`src/core/tbf_pkg.sv`:
```
// package: register map, field layouts, framing times and shared types
// assumes byte-wide control registers on a 32-bit register bus
package tbf_pkg;
	// register indices and byte addresses
	localparam logic [7:0] IDX_TUNING = 8'h1d;
	localparam logic [7:0] IDX_TYPEB = 8'h1e;
	localparam logic [7:0] ADDR_TUNING = 8'h74;
	localparam logic [7:0] ADDR_TYPEB = 8'h78;
	localparam logic [7:0] ADDR_CTRL = 8'h7c;
	localparam logic [7:0] ADDR_IRQ_STATUS = 8'h80;
	localparam logic [7:0] ADDR_IRQ_ENABLE = 8'h84;
	localparam logic [7:0] ADDR_IRQ_CLEAR = 8'h88;
	localparam logic [7:0] ADDR_LINE_STATUS = 8'h8c;
	localparam logic [7:0] RESET_TUNING = 8'h00;
	localparam logic [7:0] RESET_TYPEB = 8'h00;
	// writable bits; reserved bits stay zero
	localparam logic [7:0] MASK_TUNING = 8'h7f;
	localparam logic [7:0] MASK_TYPEB = 8'hdf;
	localparam logic [1:0] RESP_OKAY = 2'h0;
	localparam logic [1:0] RESP_SLVERR = 2'h2;
	// event bits
	localparam int IRQ_W = 5;
	localparam int EV_RX_DONE = 0;
	localparam int EV_PROTO_ERR = 1;
	localparam int EV_PARITY_ERR = 2;
	localparam int EV_TX_DONE = 3;
	localparam int EV_DISCARD = 4;
	// framing times in etu and carrier cycles
	localparam int ETU_FC = 128;
	localparam int SOF_LO_MIN_ETU = 10;
	localparam int SOF_LO_MAX_ETU = 11;
	localparam int SOF_HI_MIN_ETU = 2;
	localparam int SOF_HI_MAX_ETU = 3;
	localparam int ADJUST_FC = 8;
	localparam int OUT_DELAY_FC = 128;
	localparam int CNT_W = 13;
	localparam logic [CNT_W-1:0] FC_ETU = CNT_W'(ETU_FC);
	localparam logic [CNT_W-1:0] FC_LO_MIN = CNT_W'(SOF_LO_MIN_ETU * ETU_FC);
	localparam logic [CNT_W-1:0] FC_LO_MAX = CNT_W'(SOF_LO_MAX_ETU * ETU_FC);
	localparam logic [CNT_W-1:0] FC_LO_ADJ = CNT_W'(SOF_LO_MAX_ETU * ETU_FC - ADJUST_FC);
	localparam logic [CNT_W-1:0] FC_HI_MIN = CNT_W'(SOF_HI_MIN_ETU * ETU_FC);
	localparam logic [CNT_W-1:0] FC_HI_MAX = CNT_W'(SOF_HI_MAX_ETU * ETU_FC);
	localparam logic [CNT_W-1:0] FC_HI_ADJ = CNT_W'(SOF_HI_MIN_ETU * ETU_FC + ADJUST_FC);

	typedef struct packed {
		logic reserved;
		logic fast_miller_filter;
		logic output_delay;
		logic parity_off;
		logic wide_pll;
		logic manual_corner;
		logic [1:0] corner_select;
	} tbf_tuning_t;

	typedef struct packed {
		logic sof_required;
		logic eof_required;
		logic reserved;
		logic framing_width;
		logic skip_transmit_sof;
		logic skip_transmit_eof;
		logic [1:0] guard_time;
	} tbf_typeb_t;

	typedef enum logic [1:0] {
		SYM_SOF,
		SYM_CHAR,
		SYM_EOF,
		SYM_END
	} tbf_sym_kind_t;

	typedef struct packed {
		tbf_sym_kind_t kind;
		logic [8:0] data;
	} tbf_rx_sym_t;

	typedef struct packed {
		logic [7:0] data;
		logic last;
	} tbf_tx_char_t;
endpackage

```
`src/core/tbf_delay_line.sv`:
```
// delay line: shifts a level by a fixed number of enable strobes
// assumes en is a one-cycle strobe in the aclk domain
`timescale 1ns/1ps
`default_nettype none
module tbf_delay_line #(
	parameter int DEPTH = 128
) (
	input wire logic aclk,
	input wire logic aresetn,
	input wire logic en,
	input wire logic din,
	output logic dout
);
	logic [DEPTH-1:0] shift_q;

	// line idles high, so it fills with ones
	always_ff @(posedge aclk) begin
		if (!aresetn) begin
			shift_q <= '1;
		end else if (en) begin
			shift_q <= {shift_q[DEPTH-2:0], din};
		end
	end

	assign dout = shift_q[DEPTH-1];
endmodule
`default_nettype wire

```
`src/core/tbf_framer.sv`:
```
// type b framer: receiver tuning, frame build on transmit, frame strip on receive
// assumes carrier_tick strobes once per carrier cycle, symbols arrive decoded
// Function
// - parity off: none sent, none checked, passed
// - manual corner 0: corner follows receive mode
// - corner codes 106/212/424/848 kHz
// - fast miller filter bit drives filter mode
// - output delay holds signal out 128/fc
// - wide pll bit widens recovery pll
// - sof required: stream without sof discarded
// - received sof stripped, never stored
// - eof required: missing eof is protocol error
// - received eof stripped, never stored
// - width bit picks longest or shortest sof/eof
// - width and adjust: 11etu-8, 2etu+8 phases
// - skip sof: frames sent without sof
// - skip eof: frames sent without eof
// - guard field adds 0 to 3 bits
// - reserved bits zero, no function
//
// Added by the designer: register access over AXI4-Lite.
`timescale 1ns/1ps
`default_nettype none
module tbf_framer
	import tbf_pkg::*;
#(
	parameter int DELAY_FC = OUT_DELAY_FC
) (
	input wire logic aclk,
	input wire logic aresetn,
	input wire logic [7:0] s_axi_awaddr,
	input wire logic s_axi_awvalid,
	output logic s_axi_awready,
	input wire logic [31:0] s_axi_wdata,
	input wire logic [3:0] s_axi_wstrb,
	input wire logic s_axi_wvalid,
	output logic s_axi_wready,
	output logic [1:0] s_axi_bresp,
	output logic s_axi_bvalid,
	input wire logic s_axi_bready,
	input wire logic [7:0] s_axi_araddr,
	input wire logic s_axi_arvalid,
	output logic s_axi_arready,
	output logic [31:0] s_axi_rdata,
	output logic [1:0] s_axi_rresp,
	output logic s_axi_rvalid,
	input wire logic s_axi_rready,
	input wire logic carrier_tick,
	input wire logic [1:0] rx_rate,
	input wire tbf_tx_char_t tx_char,
	input wire logic tx_valid,
	output logic tx_ack,
	output logic signal_out_pin,
	input wire tbf_rx_sym_t rx_sym,
	input wire logic rx_sym_valid,
	output logic [8:0] rx_data,
	output logic rx_data_nine,
	output logic rx_data_valid,
	output logic [1:0] hp_corner,
	output logic fast_miller_filter,
	output logic wide_pll,
	output logic irq
);
	typedef enum {
		TX_IDLE,
		TX_SOF_LO,
		TX_SOF_HI,
		TX_START,
		TX_DATA,
		TX_PAR,
		TX_STOP,
		TX_GUARD,
		TX_EOF_LO
	} tbf_tx_state_t;

	// phase lengths in carrier cycles
	function automatic logic [CNT_W-1:0] low_len(input logic width, input logic adjust);
		logic [CNT_W-1:0] len;
		len = width ? (adjust ? FC_LO_ADJ : FC_LO_MAX) : FC_LO_MIN;
		return len;
	endfunction

	function automatic logic [CNT_W-1:0] high_len(input logic width, input logic adjust);
		logic [CNT_W-1:0] len;
		len = width ? (adjust ? FC_HI_ADJ : FC_HI_MAX) : FC_HI_MIN;
		return len;
	endfunction

	tbf_tuning_t tuning_q;
	tbf_typeb_t typeb_q;
	logic framing_adjust_q;
	logic [IRQ_W-1:0] irq_status_q, irq_enable_q;
	logic [7:0] aw_addr_q, ar_addr_q;
	logic [31:0] w_data_q;
	logic w_lane0_q, aw_have_q, w_have_q;
	logic awready_q, wready_q, bvalid_q, arready_q, rvalid_q;
	logic [1:0] bresp_q, rresp_q;
	logic [31:0] rdata_q;

	// ---------------- register bus ----------------
	wire aw_hs = s_axi_awvalid && awready_q;
	wire w_hs = s_axi_wvalid && wready_q;
	wire ar_hs = s_axi_arvalid && arready_q;
	wire do_write = aw_have_q && w_have_q && !bvalid_q;
	wire wr_tuning = do_write && w_lane0_q && (aw_addr_q == ADDR_TUNING);
	wire wr_typeb = do_write && w_lane0_q && (aw_addr_q == ADDR_TYPEB);
	wire wr_ctrl = do_write && w_lane0_q && (aw_addr_q == ADDR_CTRL);
	wire wr_enable = do_write && w_lane0_q && (aw_addr_q == ADDR_IRQ_ENABLE);
	wire wr_clear = do_write && w_lane0_q && (aw_addr_q == ADDR_IRQ_CLEAR);
	wire aw_mapped = (aw_addr_q == ADDR_TUNING) || (aw_addr_q == ADDR_TYPEB) || (aw_addr_q == ADDR_CTRL) ||
		(aw_addr_q == ADDR_IRQ_STATUS) || (aw_addr_q == ADDR_IRQ_ENABLE) || (aw_addr_q == ADDR_IRQ_CLEAR) ||
		(aw_addr_q == ADDR_LINE_STATUS);
	wire [IRQ_W-1:0] clear_bits = wr_clear ? w_data_q[IRQ_W-1:0] : '0;
	logic tx_busy, rx_in_frame_q;
	wire [7:0] rd_line = {6'h00, rx_in_frame_q, tx_busy};
	wire [7:0] ra = s_axi_araddr;
	wire rd_mapped = (ra == ADDR_TUNING) || (ra == ADDR_TYPEB) || (ra == ADDR_CTRL) || (ra == ADDR_IRQ_STATUS) ||
		(ra == ADDR_IRQ_ENABLE) || (ra == ADDR_IRQ_CLEAR) || (ra == ADDR_LINE_STATUS);
	wire [31:0] rd_value = (ra == ADDR_TUNING) ? {24'h000000, tuning_q} :
		(ra == ADDR_TYPEB) ? {24'h000000, typeb_q} :
		(ra == ADDR_CTRL) ? {31'h00000000, framing_adjust_q} :
		(ra == ADDR_IRQ_STATUS) ? {27'h0000000, irq_status_q} :
		(ra == ADDR_IRQ_ENABLE) ? {27'h0000000, irq_enable_q} :
		(ra == ADDR_LINE_STATUS) ? {24'h000000, rd_line} : 32'h00000000;

	always_ff @(posedge aclk) begin
		if (!aresetn) begin
			aw_have_q <= 1'b0;
			w_have_q <= 1'b0;
			awready_q <= 1'b0;
			wready_q <= 1'b0;
			aw_addr_q <= 8'h00;
			w_data_q <= 32'h00000000;
			w_lane0_q <= 1'b0;
			bvalid_q <= 1'b0;
			bresp_q <= RESP_OKAY;
		end else begin
			awready_q <= !aw_have_q && !aw_hs && !do_write;
			wready_q <= !w_have_q && !w_hs && !do_write;
			if (aw_hs) begin
				aw_have_q <= 1'b1;
				aw_addr_q <= s_axi_awaddr;
			end
			if (w_hs) begin
				w_have_q <= 1'b1;
				w_data_q <= s_axi_wdata;
				w_lane0_q <= s_axi_wstrb[0];
			end
			if (do_write) begin
				aw_have_q <= 1'b0;
				w_have_q <= 1'b0;
				bvalid_q <= 1'b1;
				bresp_q <= aw_mapped ? RESP_OKAY : RESP_SLVERR;
			end else if (bvalid_q && s_axi_bready) begin
				bvalid_q <= 1'b0;
			end
		end
	end

	always_ff @(posedge aclk) begin
		if (!aresetn) begin
			arready_q <= 1'b0;
			rvalid_q <= 1'b0;
			rdata_q <= 32'h00000000;
			rresp_q <= RESP_OKAY;
		end else begin
			arready_q <= !rvalid_q && !ar_hs;
			if (ar_hs) begin
				rvalid_q <= 1'b1;
				rdata_q <= rd_value;
				rresp_q <= rd_mapped ? RESP_OKAY : RESP_SLVERR;
			end else if (rvalid_q && s_axi_rready) begin
				rvalid_q <= 1'b0;
			end
		end
	end

	// configuration registers; reserved bits never stored
	always_ff @(posedge aclk) begin
		if (!aresetn) begin
			tuning_q <= RESET_TUNING;
			typeb_q <= RESET_TYPEB;
			framing_adjust_q <= 1'b0;
			irq_enable_q <= '0;
		end else begin
			if (wr_tuning) begin
				tuning_q <= w_data_q[7:0] & MASK_TUNING;
			end
			if (wr_typeb) begin
				typeb_q <= w_data_q[7:0] & MASK_TYPEB;
			end
			if (wr_ctrl) begin
				framing_adjust_q <= w_data_q[0];
			end
			if (wr_enable) begin
				irq_enable_q <= w_data_q[IRQ_W-1:0];
			end
		end
	end

	// ---------------- receiver tuning outputs ----------------
	always_ff @(posedge aclk) begin
		if (!aresetn) begin
			hp_corner <= 2'h0;
			fast_miller_filter <= 1'b0;
			wide_pll <= 1'b0;
		end else begin
			hp_corner <= tuning_q.manual_corner ? tuning_q.corner_select : rx_rate;
			fast_miller_filter <= tuning_q.fast_miller_filter;
			wide_pll <= tuning_q.wide_pll;
		end
	end

	// ---------------- transmitter ----------------
	tbf_tx_state_t tx_state_q;
	logic [CNT_W-1:0] tx_cnt_q;
	logic [7:0] tx_shift_q;
	logic [2:0] tx_bit_q;
	logic tx_par_q, tx_last_q, tx_ack_q, tx_done_ev;
	wire phase_end = carrier_tick && (tx_cnt_q == '0);
	wire adj = framing_adjust_q;
	wire [CNT_W-1:0] lo_len_m1 = low_len(typeb_q.framing_width, adj) - CNT_W'(1);
	wire [CNT_W-1:0] hi_len_m1 = high_len(typeb_q.framing_width, adj) - CNT_W'(1);
	wire [CNT_W-1:0] etu_m1 = FC_ETU - CNT_W'(1);
	wire [CNT_W-1:0] guard_len = CNT_W'(typeb_q.guard_time) * FC_ETU;
	wire stop_next_char = !tx_last_q && (typeb_q.guard_time == 2'h0) && tx_valid;
	assign tx_busy = (tx_state_q != TX_IDLE);
	wire tx_line = (tx_state_q == TX_SOF_LO || tx_state_q == TX_START || tx_state_q == TX_EOF_LO) ? 1'b0 :
		(tx_state_q == TX_DATA) ? tx_shift_q[0] :
		(tx_state_q == TX_PAR) ? tx_par_q : 1'b1;

	always_ff @(posedge aclk) begin
		if (!aresetn) begin
			tx_state_q <= TX_IDLE;
			tx_cnt_q <= '0;
			tx_shift_q <= 8'h00;
			tx_bit_q <= 3'h0;
			tx_par_q <= 1'b0;
			tx_last_q <= 1'b0;
			tx_ack_q <= 1'b0;
			tx_done_ev <= 1'b0;
		end else begin
			tx_ack_q <= 1'b0;
			tx_done_ev <= 1'b0;
			if (carrier_tick && tx_cnt_q != '0) begin
				tx_cnt_q <= tx_cnt_q - CNT_W'(1);
			end
			case (tx_state_q)
				TX_IDLE: begin
					if (tx_valid && carrier_tick) begin
						tx_shift_q <= tx_char.data;
						tx_par_q <= ~^tx_char.data;
						tx_last_q <= tx_char.last;
						tx_ack_q <= 1'b1;
						tx_bit_q <= 3'h0;
						if (typeb_q.skip_transmit_sof) begin
							tx_state_q <= TX_START;
							tx_cnt_q <= etu_m1;
						end else begin
							tx_state_q <= TX_SOF_LO;
							tx_cnt_q <= lo_len_m1;
						end
					end
				end
				TX_SOF_LO: begin
					if (phase_end) begin
						tx_state_q <= TX_SOF_HI;
						tx_cnt_q <= hi_len_m1;
					end
				end
				TX_SOF_HI: begin
					if (phase_end) begin
						tx_state_q <= TX_START;
						tx_cnt_q <= etu_m1;
					end
				end
				TX_START: begin
					if (phase_end) begin
						tx_state_q <= TX_DATA;
						tx_cnt_q <= etu_m1;
					end
				end
				TX_DATA: begin
					if (phase_end) begin
						tx_shift_q <= {1'b0, tx_shift_q[7:1]};
						tx_bit_q <= tx_bit_q + 3'h1;
						tx_cnt_q <= etu_m1;
						if (tx_bit_q == 3'h7) begin
							tx_state_q <= tuning_q.parity_off ? TX_STOP : TX_PAR;
						end
					end
				end
				TX_PAR: begin
					if (phase_end) begin
						tx_state_q <= TX_STOP;
						tx_cnt_q <= etu_m1;
					end
				end
				TX_STOP: begin
					if (phase_end) begin
						if (tx_last_q) begin
							if (typeb_q.skip_transmit_eof) begin
								tx_state_q <= TX_IDLE;
								tx_done_ev <= 1'b1;
							end else begin
								tx_state_q <= TX_EOF_LO;
								tx_cnt_q <= lo_len_m1;
							end
						end else if (stop_next_char) begin
							tx_shift_q <= tx_char.data;
							tx_par_q <= ~^tx_char.data;
							tx_last_q <= tx_char.last;
							tx_ack_q <= 1'b1;
							tx_bit_q <= 3'h0;
							tx_state_q <= TX_START;
							tx_cnt_q <= etu_m1;
						end else begin
							tx_state_q <= TX_GUARD;
							tx_cnt_q <= (guard_len == '0) ? '0 : guard_len - CNT_W'(1);
						end
					end
				end
				TX_GUARD: begin
					if (phase_end && tx_valid) begin
						tx_shift_q <= tx_char.data;
						tx_par_q <= ~^tx_char.data;
						tx_last_q <= tx_char.last;
						tx_ack_q <= 1'b1;
						tx_bit_q <= 3'h0;
						tx_state_q <= TX_START;
						tx_cnt_q <= etu_m1;
					end
				end
				TX_EOF_LO: begin
					if (phase_end) begin
						tx_state_q <= TX_IDLE;
						tx_done_ev <= 1'b1;
					end
				end
				default: begin
					tx_state_q <= TX_IDLE;
				end
			endcase
		end
	end

	logic line_delayed;
	tbf_delay_line #(
		.DEPTH(DELAY_FC)
	) u_delay (
		.aclk(aclk),
		.aresetn(aresetn),
		.en(carrier_tick),
		.din(tx_line),
		.dout(line_delayed)
	);

	always_ff @(posedge aclk) begin
		if (!aresetn) begin
			signal_out_pin <= 1'b1;
		end else begin
			signal_out_pin <= tuning_q.output_delay ? line_delayed : tx_line;
		end
	end

	// ---------------- receive stream ----------------
	logic rx_discard_q, rx_done_ev, rx_proto_ev, rx_par_ev, rx_disc_ev;
	wire sym_sof = rx_sym_valid && (rx_sym.kind == SYM_SOF);
	wire sym_char = rx_sym_valid && (rx_sym.kind == SYM_CHAR);
	wire sym_eof = rx_sym_valid && (rx_sym.kind == SYM_EOF);
	wire sym_end = rx_sym_valid && (rx_sym.kind == SYM_END);
	wire no_sof_start = sym_char && !rx_in_frame_q && typeb_q.sof_required;
	wire char_keep = sym_char && !rx_discard_q && !no_sof_start;
	wire parity_bad = !tuning_q.parity_off && !(^rx_sym.data);

	always_ff @(posedge aclk) begin
		if (!aresetn) begin
			rx_in_frame_q <= 1'b0;
			rx_discard_q <= 1'b0;
			rx_data <= 9'h000;
			rx_data_nine <= 1'b0;
			rx_data_valid <= 1'b0;
			rx_done_ev <= 1'b0;
			rx_proto_ev <= 1'b0;
			rx_par_ev <= 1'b0;
			rx_disc_ev <= 1'b0;
		end else begin
			rx_data_valid <= char_keep;
			rx_done_ev <= 1'b0;
			rx_proto_ev <= 1'b0;
			rx_par_ev <= char_keep && parity_bad;
			rx_disc_ev <= no_sof_start && !rx_discard_q;
			if (char_keep) begin
				rx_data <= tuning_q.parity_off ? rx_sym.data : {1'b0, rx_sym.data[7:0]};
				rx_data_nine <= tuning_q.parity_off;
			end
			if (sym_sof) begin
				rx_in_frame_q <= 1'b1;
				rx_discard_q <= 1'b0;
			end
			if (sym_char) begin
				rx_in_frame_q <= 1'b1;
				if (no_sof_start) begin
					rx_discard_q <= 1'b1;
				end
			end
			if (sym_eof) begin
				rx_in_frame_q <= 1'b0;
				rx_discard_q <= 1'b0;
				rx_done_ev <= rx_in_frame_q && !rx_discard_q;
			end
			if (sym_end) begin
				rx_in_frame_q <= 1'b0;
				rx_discard_q <= 1'b0;
				rx_proto_ev <= rx_in_frame_q && !rx_discard_q && typeb_q.eof_required;
				rx_done_ev <= rx_in_frame_q && !rx_discard_q && !typeb_q.eof_required;
			end
		end
	end

	// ---------------- interrupts ----------------
	wire [IRQ_W-1:0] events = {rx_disc_ev, tx_done_ev, rx_par_ev, rx_proto_ev, rx_done_ev};
	wire [IRQ_W-1:0] status_d = (irq_status_q & ~clear_bits) | events;

	always_ff @(posedge aclk) begin
		if (!aresetn) begin
			irq_status_q <= '0;
			tx_ack <= 1'b0;
			irq <= 1'b0;
		end else begin
			irq_status_q <= status_d;
			tx_ack <= tx_ack_q;
			irq <= |(status_d & irq_enable_q);
		end
	end

	assign s_axi_awready = awready_q;
	assign s_axi_wready = wready_q;
	assign s_axi_bvalid = bvalid_q;
	assign s_axi_bresp = bresp_q;
	assign s_axi_arready = arready_q;
	assign s_axi_rvalid = rvalid_q;
	assign s_axi_rdata = rdata_q;
	assign s_axi_rresp = rresp_q;
endmodule
`default_nettype wire

```
`config.mk`:
```
export PLATFORM = sky130hd
export DESIGN_NAME = tbf_framer
export DESIGN_NICKNAME = d
export VERILOG_FILES = /design/src/core/tbf_pkg.sv /design/src/core/tbf_delay_line.sv /design/src/core/tbf_framer.sv
export SDC_FILE = /design/constraint.sdc
export NUM_CORES = 1
export LEC_CHECK = 0
export ABC_AREA = 1
export BUFFER_PORTS_ARGS = -buffer_cell sky130_fd_sc_hd__buf_2
export CORE_ASPECT_RATIO = 0.8
export CORE_MARGIN = 5
export CORE_UTILIZATION = 40
export CTS_CLUSTER_SIZE = 10
export DETAILED_ROUTE_END_ITERATION = 7
export PLACE_DENSITY = 0.63
export SETUP_SLACK_MARGIN = 0.05
export SLEW_MARGIN = 20
export SYNTH_ARGS = -nofsm -noshare
export SYNTH_HDL_FRONTEND = slang
export SYNTH_SLANG_ARGS = --single-unit
```
`constraint.sdc`:
```
create_clock -name aclk -period 2.2 [get_ports aclk]
set_input_delay 0.22 -clock aclk [delete_from_list [all_inputs] [get_ports aclk]]
set_output_delay 0.22 -clock aclk [all_outputs]
set_load 0.03 [all_outputs]
```
; ---- Word level (Yosys, flattened, before mapping)
; Cells that the tools add are included.
[op_classes]
add_sub_neg = 5
mul = 0
n_div = 0
order_cmp = 0
n_eq_ne = 43
n_shift = 0
n_mux = 95
bitwise = 5
n_reduce_logical = 90
[op_table]
columns = op, count
row1 = 2-to-1 mux 32 bit, 11
row2 = one-hot mux 32 bit (9 select lines), 1
row3 = == test 32 x 3 -> 1 bit (second input constant), 5
row4 = 2-to-1 mux 13 bit, 11
row5 = == test 32 x 2 -> 1 bit (second input constant), 3
row6 = == test 32 x 4 -> 1 bit (second input constant), 3
row7 = 2-to-1 mux 8 bit, 12
row8 = one-hot mux 13 bit (5 select lines), 1
row9 = == test 8 bit (second input constant), 8
row10 = == test 8 x 7 -> 1 bit (second input constant), 6
row11 = logical AND 1 bit, 38
row12 = 2-to-1 mux 1 bit, 34
row13 = == test 32 x 1 -> 1 bit (second input constant), 1
row14 = == test 32 x 5 -> 1 bit (second input constant), 1
row15 = zero test 32 bit, 1
row16 = one-hot mux 8 bit (4 select lines), 1
row17 = nonzero test 32 bit, 1
row18 = zero test 13 bit, 2
row19 = != test 2 bit (second input constant), 12
row20 = 2-to-1 mux 3 bit, 7
row21 = 2-to-1 mux 5 bit, 4
row22 = subtractor 9 x 1 -> 10 bit (second input constant), 2
row23 = zero test 1 bit, 15
row24 = logical OR 1 bit, 14
row25 = 32 further kinds, 44
[word_totals]
ff_bits = 297
latch_bits = 0
ram_bits = 0
rom_bits = 0
input_bits = 84
out_inout_bits = 59
mem_count = 0

; ---- Longest topological paths before layout
; Gate-level depths: netlist of run 1.
[logic_depth]
ltp_word = 10
mapped_depth = 13
ltp_nobuf = 12

; ---- Modules after synthesis
; A second synthesis of run 1 with hierarchy kept.
[hier_totals]
cells_unflattened = 1427
area_unflattened_um2 = 10377.5
[modules_own_cells]
columns = mod, n_inst, cells_each, area_per_inst_um2, seq_area_each_um2
row1 = tbf_framer, 1, 872, 5949.5, 2302.2
row2 = tbf_delay_line, 1, 555, 4428.0, 2562.5

; ---- Worst setup path after synthesis of run 1
; No wires, ideal clock.
[synth_timing]
path_type = register to register
start = register tx_cnt_q[0]
end = register tx_bit_q[2]
setup_time_ns = 0.113
arrival_time_ns = 1.544
slack_ns = 0.543
path_stages_with_launch = 13
path_buffers = 1
path_cell_list = dfxtp_1 inv_1 ha_1 nand2_1 nor2_8 nand3_4 nand2_1 nand3_2 nor2_4 buf_6 nand2_1 nand2_1 nor2_1
[synth_via]
elab_chain_len = 5
word_cells_on_any_way = 7
[synth_rtl]
columns = element, line
row1 = "start, declared", tbf_framer.sv:216  ; logic [CNT_W-1:0] tx_cnt_q;
row2 = "start signal, assigned", tbf_framer.sv:246  ; tx_cnt_q <= tx_cnt_q - CNT_W'(1);
row3 = "start signal, assigned", tbf_framer.sv:258  ; tx_cnt_q <= etu_m1;
row4 = "start signal, assigned", tbf_framer.sv:261  ; tx_cnt_q <= lo_len_m1;
row5 = zero test 13 bit (*), tbf_framer.sv:220  ; wire phase_end = carrier_tick && (tx_cnt_q == '0);
row6 = logical AND 1 bit (*), tbf_framer.sv:220
row7 = logical AND 1 bit, tbf_framer.sv:324  ; if (phase_end && tx_valid) begin
row8 = != test 2 bit (no line), n/a
row9 = AND reduction 7 bit (no line) (*), n/a
row10 = "end signal, assigned", tbf_framer.sv:286  ; tx_bit_q <= tx_bit_q + 3'h1;
row11 = "end, declared", tbf_framer.sv:218  ; logic [2:0] tx_bit_q;
; Every way passes the cells marked *; elsewhere a longest branch is shown, timed or not.
; A chain may end at the register's enable or synchronous reset.

; ---- Worst setup path after layout of run 1
[layout_timing]
start = register tx_cnt_q[1]
end = register tx_shift_q[3]
[layout_via]
elab_chain_len = 5
word_cells_on_any_way = 7
[layout_rtl]
columns = element, line
row1 = zero test 13 bit (*), tbf_framer.sv:220
row2 = logical AND 1 bit (*), tbf_framer.sv:220
row3 = logical AND 1 bit, tbf_framer.sv:324
row4 = != test 2 bit (no line), n/a
row5 = AND reduction 7 bit (no line) (*), n/a
row6 = "end signal, assigned", tbf_framer.sv:251  ; tx_shift_q <= tx_char.data;
row7 = "end signal, assigned", tbf_framer.sv:310  ; tx_shift_q <= tx_char.data;
row8 = "end signal, assigned", tbf_framer.sv:325  ; tx_shift_q <= tx_char.data;
row9 = "end, declared", tbf_framer.sv:217  ; logic [7:0] tx_shift_q;
; Marked as above.

==> metrics, run 1 <==
DRT antenna net count 0; post-layout instance area 0.0122 mm2; MaxCap Viol Count 0; Syn-to-layout area delta 17.1%; Area after DPL 0.0111 mm2; synthesis-stage register bit count 243; nature of the critical path endpoint flip-flop; pwr dens 1040 mW/mm2; n_diodes 0; TritonCTS buffer count 28; I/O pin count 143; post-CTS resize count 0; Min Clock Period, post-route 1970 ps; Synth Warn # 0; main area contributors after synthesis dfxtp_1, nand2_1, nand3_1; Hold Path Depth 5; Max stage delay cell, worst path nor2_4; most used cell, CP nand2_1; worst slew pin tran 579 ps; die area 0.0294 mm2; post-DP HPWL 15400 um; Main synth FF type dfxtp_1; TritonCTS clock tree built; ratio of cells with drive above 1 in the final layout 11.3%; worst min-delay path class in -> reg; Die Span X 191 um; clock root buffer clkbuf_16; # nets final 1642; library cells used by synthesis 49; hold slack 21.4 ps; Worst Reg2Reg Path Length in Cells 11; clk sinks 243; Synth top area share 46.6%; Final Setup Violations 0; largest net degree at the start of global routing 129; fmax 507 MHz; hold buffers post-CTS 35; max-slew violations 0; Mapped Avg Cell Area 7.18 um2; IO Port Bufs 89; number of flops mapped to enable cells by yosys 0; CP arrival 2410 ps; gp weighted congestion 0.906; DRT Pass-1 Iters 8; post-layout instance count excluding filler cells 1907; DIE HEIGHT 154 um; global-route usage over all layers 15.5%; vias per inst 4.67; register area share after synthesis 46.6%; vias in the first global route 7922; first-pass GRT wire length 39200 um; Placement Rows 52; Clock transition at path regs 60 ps; htree depth 1; maximum vdd ir drop 0.000546 V; Req. time, crit path 2630 ps; final period utilization 89.6%; dpl ws 230 ps; post-route setup slack 229 ps; Max-Slew Margin vs Limit 61.1%; CP max FO 22; initial core utilization 40.9%; Avg WL per Cell 12.4 um; final WL 23700 um; dpl cells 1839; RSZ-0062 raised after global routing false; crit path launch type flip-flop; asr flop ratio synth 0%; DRC 0; Hold Fails Final Rpt 0; Core Footprint 0.0255 mm2; Fin Clk Skew 15.5 ps; clk_lat worst skew 540 ps; Post-CTS Setup Bufs 0; Setup CP Type reg -> reg; residual overflow from global routing 0; run status finished, final reports clean; First DRT Iteration DRCs 758; Max Buffers Root-to-Sink 3; final setup TNS 0 ps; max incr delay on CP 410 ps; synthesized area 0.0104 mm2; crit path cell chain inv_1, ha_1, nand2_1, nor2_8, nand3_4, nand2_1, nand3_2, nor2_4, nand2_1, nand2_1, nor2_1; via count 8898; cell type with the largest total area after synthesis dfxtp_1; Post-Syn Instances 1453; # fillers 2563; Lkg Pwr 0.00596 uW; initial antenna violation count 0
==> power breakdown <==
part	internal, uW	leakage, uW	switching [uW]
logic	1260	0.00358	2270
clock network	2360	0.000379	1700
registers	4850	0.00200	324
total	8470	0.00596	4290
==> Yosys cell counts (3+ instances only) <==
cell and n:
xor2_1 11, buf_6 3, xnor2_1 12, nor2_4 8
nand2_1 474, o21ai_0 69, buf_4 28, inv_2 4
ha_1 5, nand3_1 165, buf_1 12, o21bai_1 3
nor3_1 11, a21oi_1 55, buf_2 3, nand4_1 7
dfxtp_1 243, nor2_2 6, nand2_4 4, nor2_1 145
nand3_2 3, nand2_2 5, o211ai_1 3, inv_1 99
clkbuf_1 44
==> registers in the layout, summed over array words and instances, names as in the netlist, 4 cells and up <==
register,flops
aw_addr_q,8
tx_state_q,4
rx_data,9
irq_enable_q,5
tx_cnt_q,13
irq_status_q,5
tx_shift_q,8
u_delay.shift_q,128
s_axi_rdata,8
tuning_q,7
w_data_q,8
typeb_q,7
==> critical path: cells and delay by family (launching register included) <==
family | cells | cell delay, ps
flip-flops | 1 | 320
adder cells (fa/ha/maj) | 1 | 160
buffers and inverters | 1 | 90
AND/OR/NAND/NOR | 9 | 1300
==> worst paths after layout <==
kind / startpoint / endpoint / slack (ps)
max reg2reg: tx_cnt_q[1] / tx_shift_q[3] / 230
max: tx_cnt_q[1] / tx_shift_q[3] / 230
min reg2reg: tuning_q[3] / wide_pll / 440
min: tx_char[8] / tx_shift_q[7] / 20
==> metal layers <==
metal | vias to the layer above | wire length [um] | GRT usage (%)
met3 | 30 | 1290 | 2.88
met5 | - | 0 | 0
met4 | 0 | 378 | 3.35
met2 | 173 | 9580 | 22.3
met1 | 3948 | 12400 | 24.0
li1 | 4747 | - | -
==> cell families after synthesis <==
kind of cell / after synthesis / share of synthesized area [%]
AOI/OAI and AO/OA: 142 / 7.44
buffers and inverters: 197 / 8.38
DFF: 243 / 46.6
and+or+nand+nor: 842 / 35.0
adders and majority gates: 5 / 0.600
other: 1 / 0.0359
xor gates and xnor gates: 23 / 1.93
==> per-stage QoR <==
stage / util [%] / power (uW)
after CTS: 47.9 / 12900
after global routing: 47.9 / 13700
final: 47.9 / 12800
after floorplan: - / 8130
after detailed placement: 43.5 / 8730
after global placement: 43.5 / 8690
==> cells in the final DEF, fill, tap and decap left out, types with 9 or more instances in the layout <==
cell type	n
xor2_1	11
buf_2	87
o21ai_0	69
dlygate4sd3_1	35
buf_4	9
nand3_1	165
a21oi_1	55
inv_1	98
xnor2_1	12
nor2_1	145
dfxtp_1	243
nor3_1	11
nand2_1	474
conb_1	26
clkbuf_16	28
==> cell type report <==
class	instances	area (um2)	share of cell area, %
flip-flops and latches	243	4860	39.8
repair buffers	136	945	7.74
multi-input cells	1038	4790	39.2
clock inverters	1	30.0	0.246
well taps	351	439	3.60
inverters	106	402	3.29
clock buffers	32	746	6.11
Power figures use the tool's default switching activity.
==> inputs of run 2 (changes only) <==
Settings changed: SYNTH_HIERARCHICAL set to 1.
==> metrics, run 2 <==
Synth Warn # 6 (was 0); htree depth 1 (unchanged); XOR/XNOR Fraction of Synth Area 1.94% (was 1.93%); pwr dens 1010 mW/mm2 (was 1040 mW/mm2); final WL 23300 um (was 23700 um); gp weighted congestion 0.893 (was 0.906); Synth top area share 46.9% (was 46.6%); DRT antenna net count 0 (unchanged); worst slew pin tran 904 ps (was 579 ps); most frequent cells in the layout nand2_1, dfxtp_1, nand3_1 (unchanged); Syn-to-layout area delta 16.3% (was 17.1%); Post-Syn Instances 1427 (was 1453); vias per inst 4.78 (was 4.67); dpl cells 1815 (was 1839); worst min-delay path class in -> reg (unchanged); Hold Fails Final Rpt 0 (unchanged); Lkg Pwr 0.00580 uW (was 0.00596 uW); adder-cell share of the synthesized area 0.603% (was 0.600%); via count 9012 (was 8898); main area contributors after synthesis dfxtp_1, nand2_1, nand3_1 (unchanged); maximum vdd ir drop 0.000588 V (was 0.000546 V); Mapped Avg Cell Area 7.27 um2 (was 7.18 um2); nature of the critical path endpoint flip-flop (unchanged); clock root buffer clkbuf_16 (unchanged); most common cell in the netlist nand2_1 (unchanged); Top Registers u_delay/shift_q (128), tx_cnt_q (13), rx_data (9) (was u_delay.shift_q (128), tx_cnt_q (13), rx_data (9)); n_diodes 0 (unchanged); DRT Pass-1 Iters 6 (was 8); mux cell area share after synthesis 0% (unchanged); max reg flops 128 (unchanged); final setup TNS 0 ps (unchanged); # nets final 1622 (was 1642); Placement Rows 52 (unchanged); Core Footprint 0.0254 mm2 (was 0.0255 mm2); library cells used by synthesis 40 (was 49); initial core utilization 40.8% (was 40.9%); Min Clock Period, post-route 1920 ps (was 1970 ps); DRC 0 (unchanged); max-slew violations 0 (unchanged); Req. time, crit path 2600 ps (was 2630 ps); Clock transition at path regs 50 ps (was 60 ps); number of flops mapped to enable cells by yosys 0 (unchanged); Fin Clk Skew 13.1 ps (was 15.5 ps); asr flop ratio synth 0% (unchanged); cell type with the largest total area after synthesis dfxtp_1 (unchanged); Die Span X 190 um (was 191 um); initial antenna violation count 0 (unchanged); Synth Area in Compound Gates 7.75% (was 7.44%); Setup CP Type reg -> reg (unchanged); largest net degree at the start of global routing 134 (was 129); synthesis-stage register bit count 243 (unchanged); clk_lat worst skew 530 ps (was 540 ps); Final Setup Violations 0 (unchanged); TritonCTS clock tree built (unchanged); register area share after synthesis 46.9% (was 46.6%); CP max FO 9 (was 22); First DRT Iteration DRCs 745 (was 758); residual overflow from global routing 0 (unchanged); IO Port Bufs 89 (unchanged); MaxCap Viol Count 0 (unchanged); clk sinks 243 (unchanged); CP arrival 2330 ps (was 2410 ps); post-DP HPWL 15400 um (about the same); final period utilization 87.5% (was 89.6%); fmax 520 MHz (was 507 MHz); synthesized area 0.0104 mm2 (about the same); Post-CTS Setup Bufs 0 (unchanged); post-layout instance count excluding filler cells 1886 (was 1907); vias in the first global route 8018 (was 7922); Pwr Total 12100 uW (was 12800 uW); Max-Slew Margin vs Limit 39.7% (was 61.1%); Largest Register u_delay/shift_q (was u_delay.shift_q); commonest cells in the netlist nand2_1, dfxtp_1, nand3_1 (unchanged); Max Buffers Root-to-Sink 3 (unchanged); RSZ-0062 raised after global routing false (unchanged); TritonCTS buffer count 28 (unchanged); most common cell after layout, fill and taps aside nand2_1 (unchanged); # fillers 2492 (was 2563); die area 0.0293 mm2 (was 0.0294 mm2); first-pass GRT wire length 39200 um (about the same); ratio of cells with drive above 1 in the final layout 11.0% (was 11.3%); run status finished, final reports clean (unchanged); Avg WL per Cell 12.4 um (about the same); largest family of logic cells by synthesized area simple AND/OR/NAND/NOR gates (unchanged); DIE HEIGHT 154 um (about the same); I/O pin count 143 (unchanged); crit path launch type flip-flop (unchanged); Post-Synth Simple-Gate Area 33.6% (was 35.0%); final design utilization 47.4% (was 47.9%); global-route usage over all layers 15.4% (was 15.5%); Main synth FF type dfxtp_1 (unchanged)
[run 2: cell count changes after synthesis, moves of 6 or more]
cell,before,now
nand3_1,165,171
a21oi_1,55,45
nand2_1,474,453
clkbuf_1,44,12
o21ai_0,69,54
buf_2,3,29
buf_1,12,3
buf_4,28,43
a211oi_1,2,23
inv_1,99,91
[run 2: critical path, cell delays in order (launching register included)]
cell and delay [ps]:
dfxtp_1 520, nor2_1 120, inv_1 140, o21ai_1 180, nor2_2 210, inv_1 80, nand2_1 60, nand4_1 70
o21ai_1 340, nor2_1 80
[run 2: power by group]
part           internal [uW]  switching [uW]
registers               4810             285
logic                   1130            2010
clock network           2300            1610
[run 2: per-stage QoR]
stage | setup WS [ps] | instance area, um2 | hold slack [ps]
global placement | 233 | 10900 | 417
CTS | 263 | 12100 | 6.93
global route | 107 | 12100 | 44.5
detailed placement | 278 | 10900 | 431
floorplan | 559 | 10500 | 314
finish | 276 | 12100 | 13.4
[run 2: repair_timing]
| item | CTS | global route |
|---|---|---|
| hold buffers | 39 | 0 |
| endpoints found under the hold margin | 42 | 0 |
| endpoints found under the setup margin | 0 | 20 |
| gates resized for setup | 0 | 1 |
[run 2: metal layers]
layer	share of wire, %	vias up	GRT usage [%]
met5	0	-	0
met4	1.2	0	2.72
met3	6.4	23	2.99
met2	41	212	22.4
met1	51	4060	23.8
li1	-	4717	-
[run 2: logic make-up after synthesis]
| family | after synthesis |
|---|---|
| AO/OA/AOI/OAI | 141 |
| XOR/XNOR | 23 |
| adder cells (fa/ha/maj) | 5 |
| flip-flops | 243 |
| other | 1 |
| AND/OR/NAND/NOR | 823 |
| buffers and inverters | 191 |
[run 2: path summary, 6_finish.rpt]
check	to	depth (start not counted)	slack, ps	start
worst min register to register	tx_ack	2	440	tx_ack_q
worst max-delay path	tx_cnt_q[9]	9	280	tx_state_q[3]
worst min-delay path	w_data_q[1]	3	10	s_axi_wdata[1]
worst max register to register	tx_cnt_q[9]	9	280	tx_state_q[3]
[run 2: layout make-up]
class                      instances  area [um2]  share of cell area (%)
clock buffer                      30         729                    6.04
clock inverter                     2        10.0                  0.0829
multi-input combinational       1018        4660                    38.6
tap                              351         439                    3.64
inverter                          99         373                    3.09
timing repair buffer             143         995                    8.24
sequential                       243        4860                    40.3
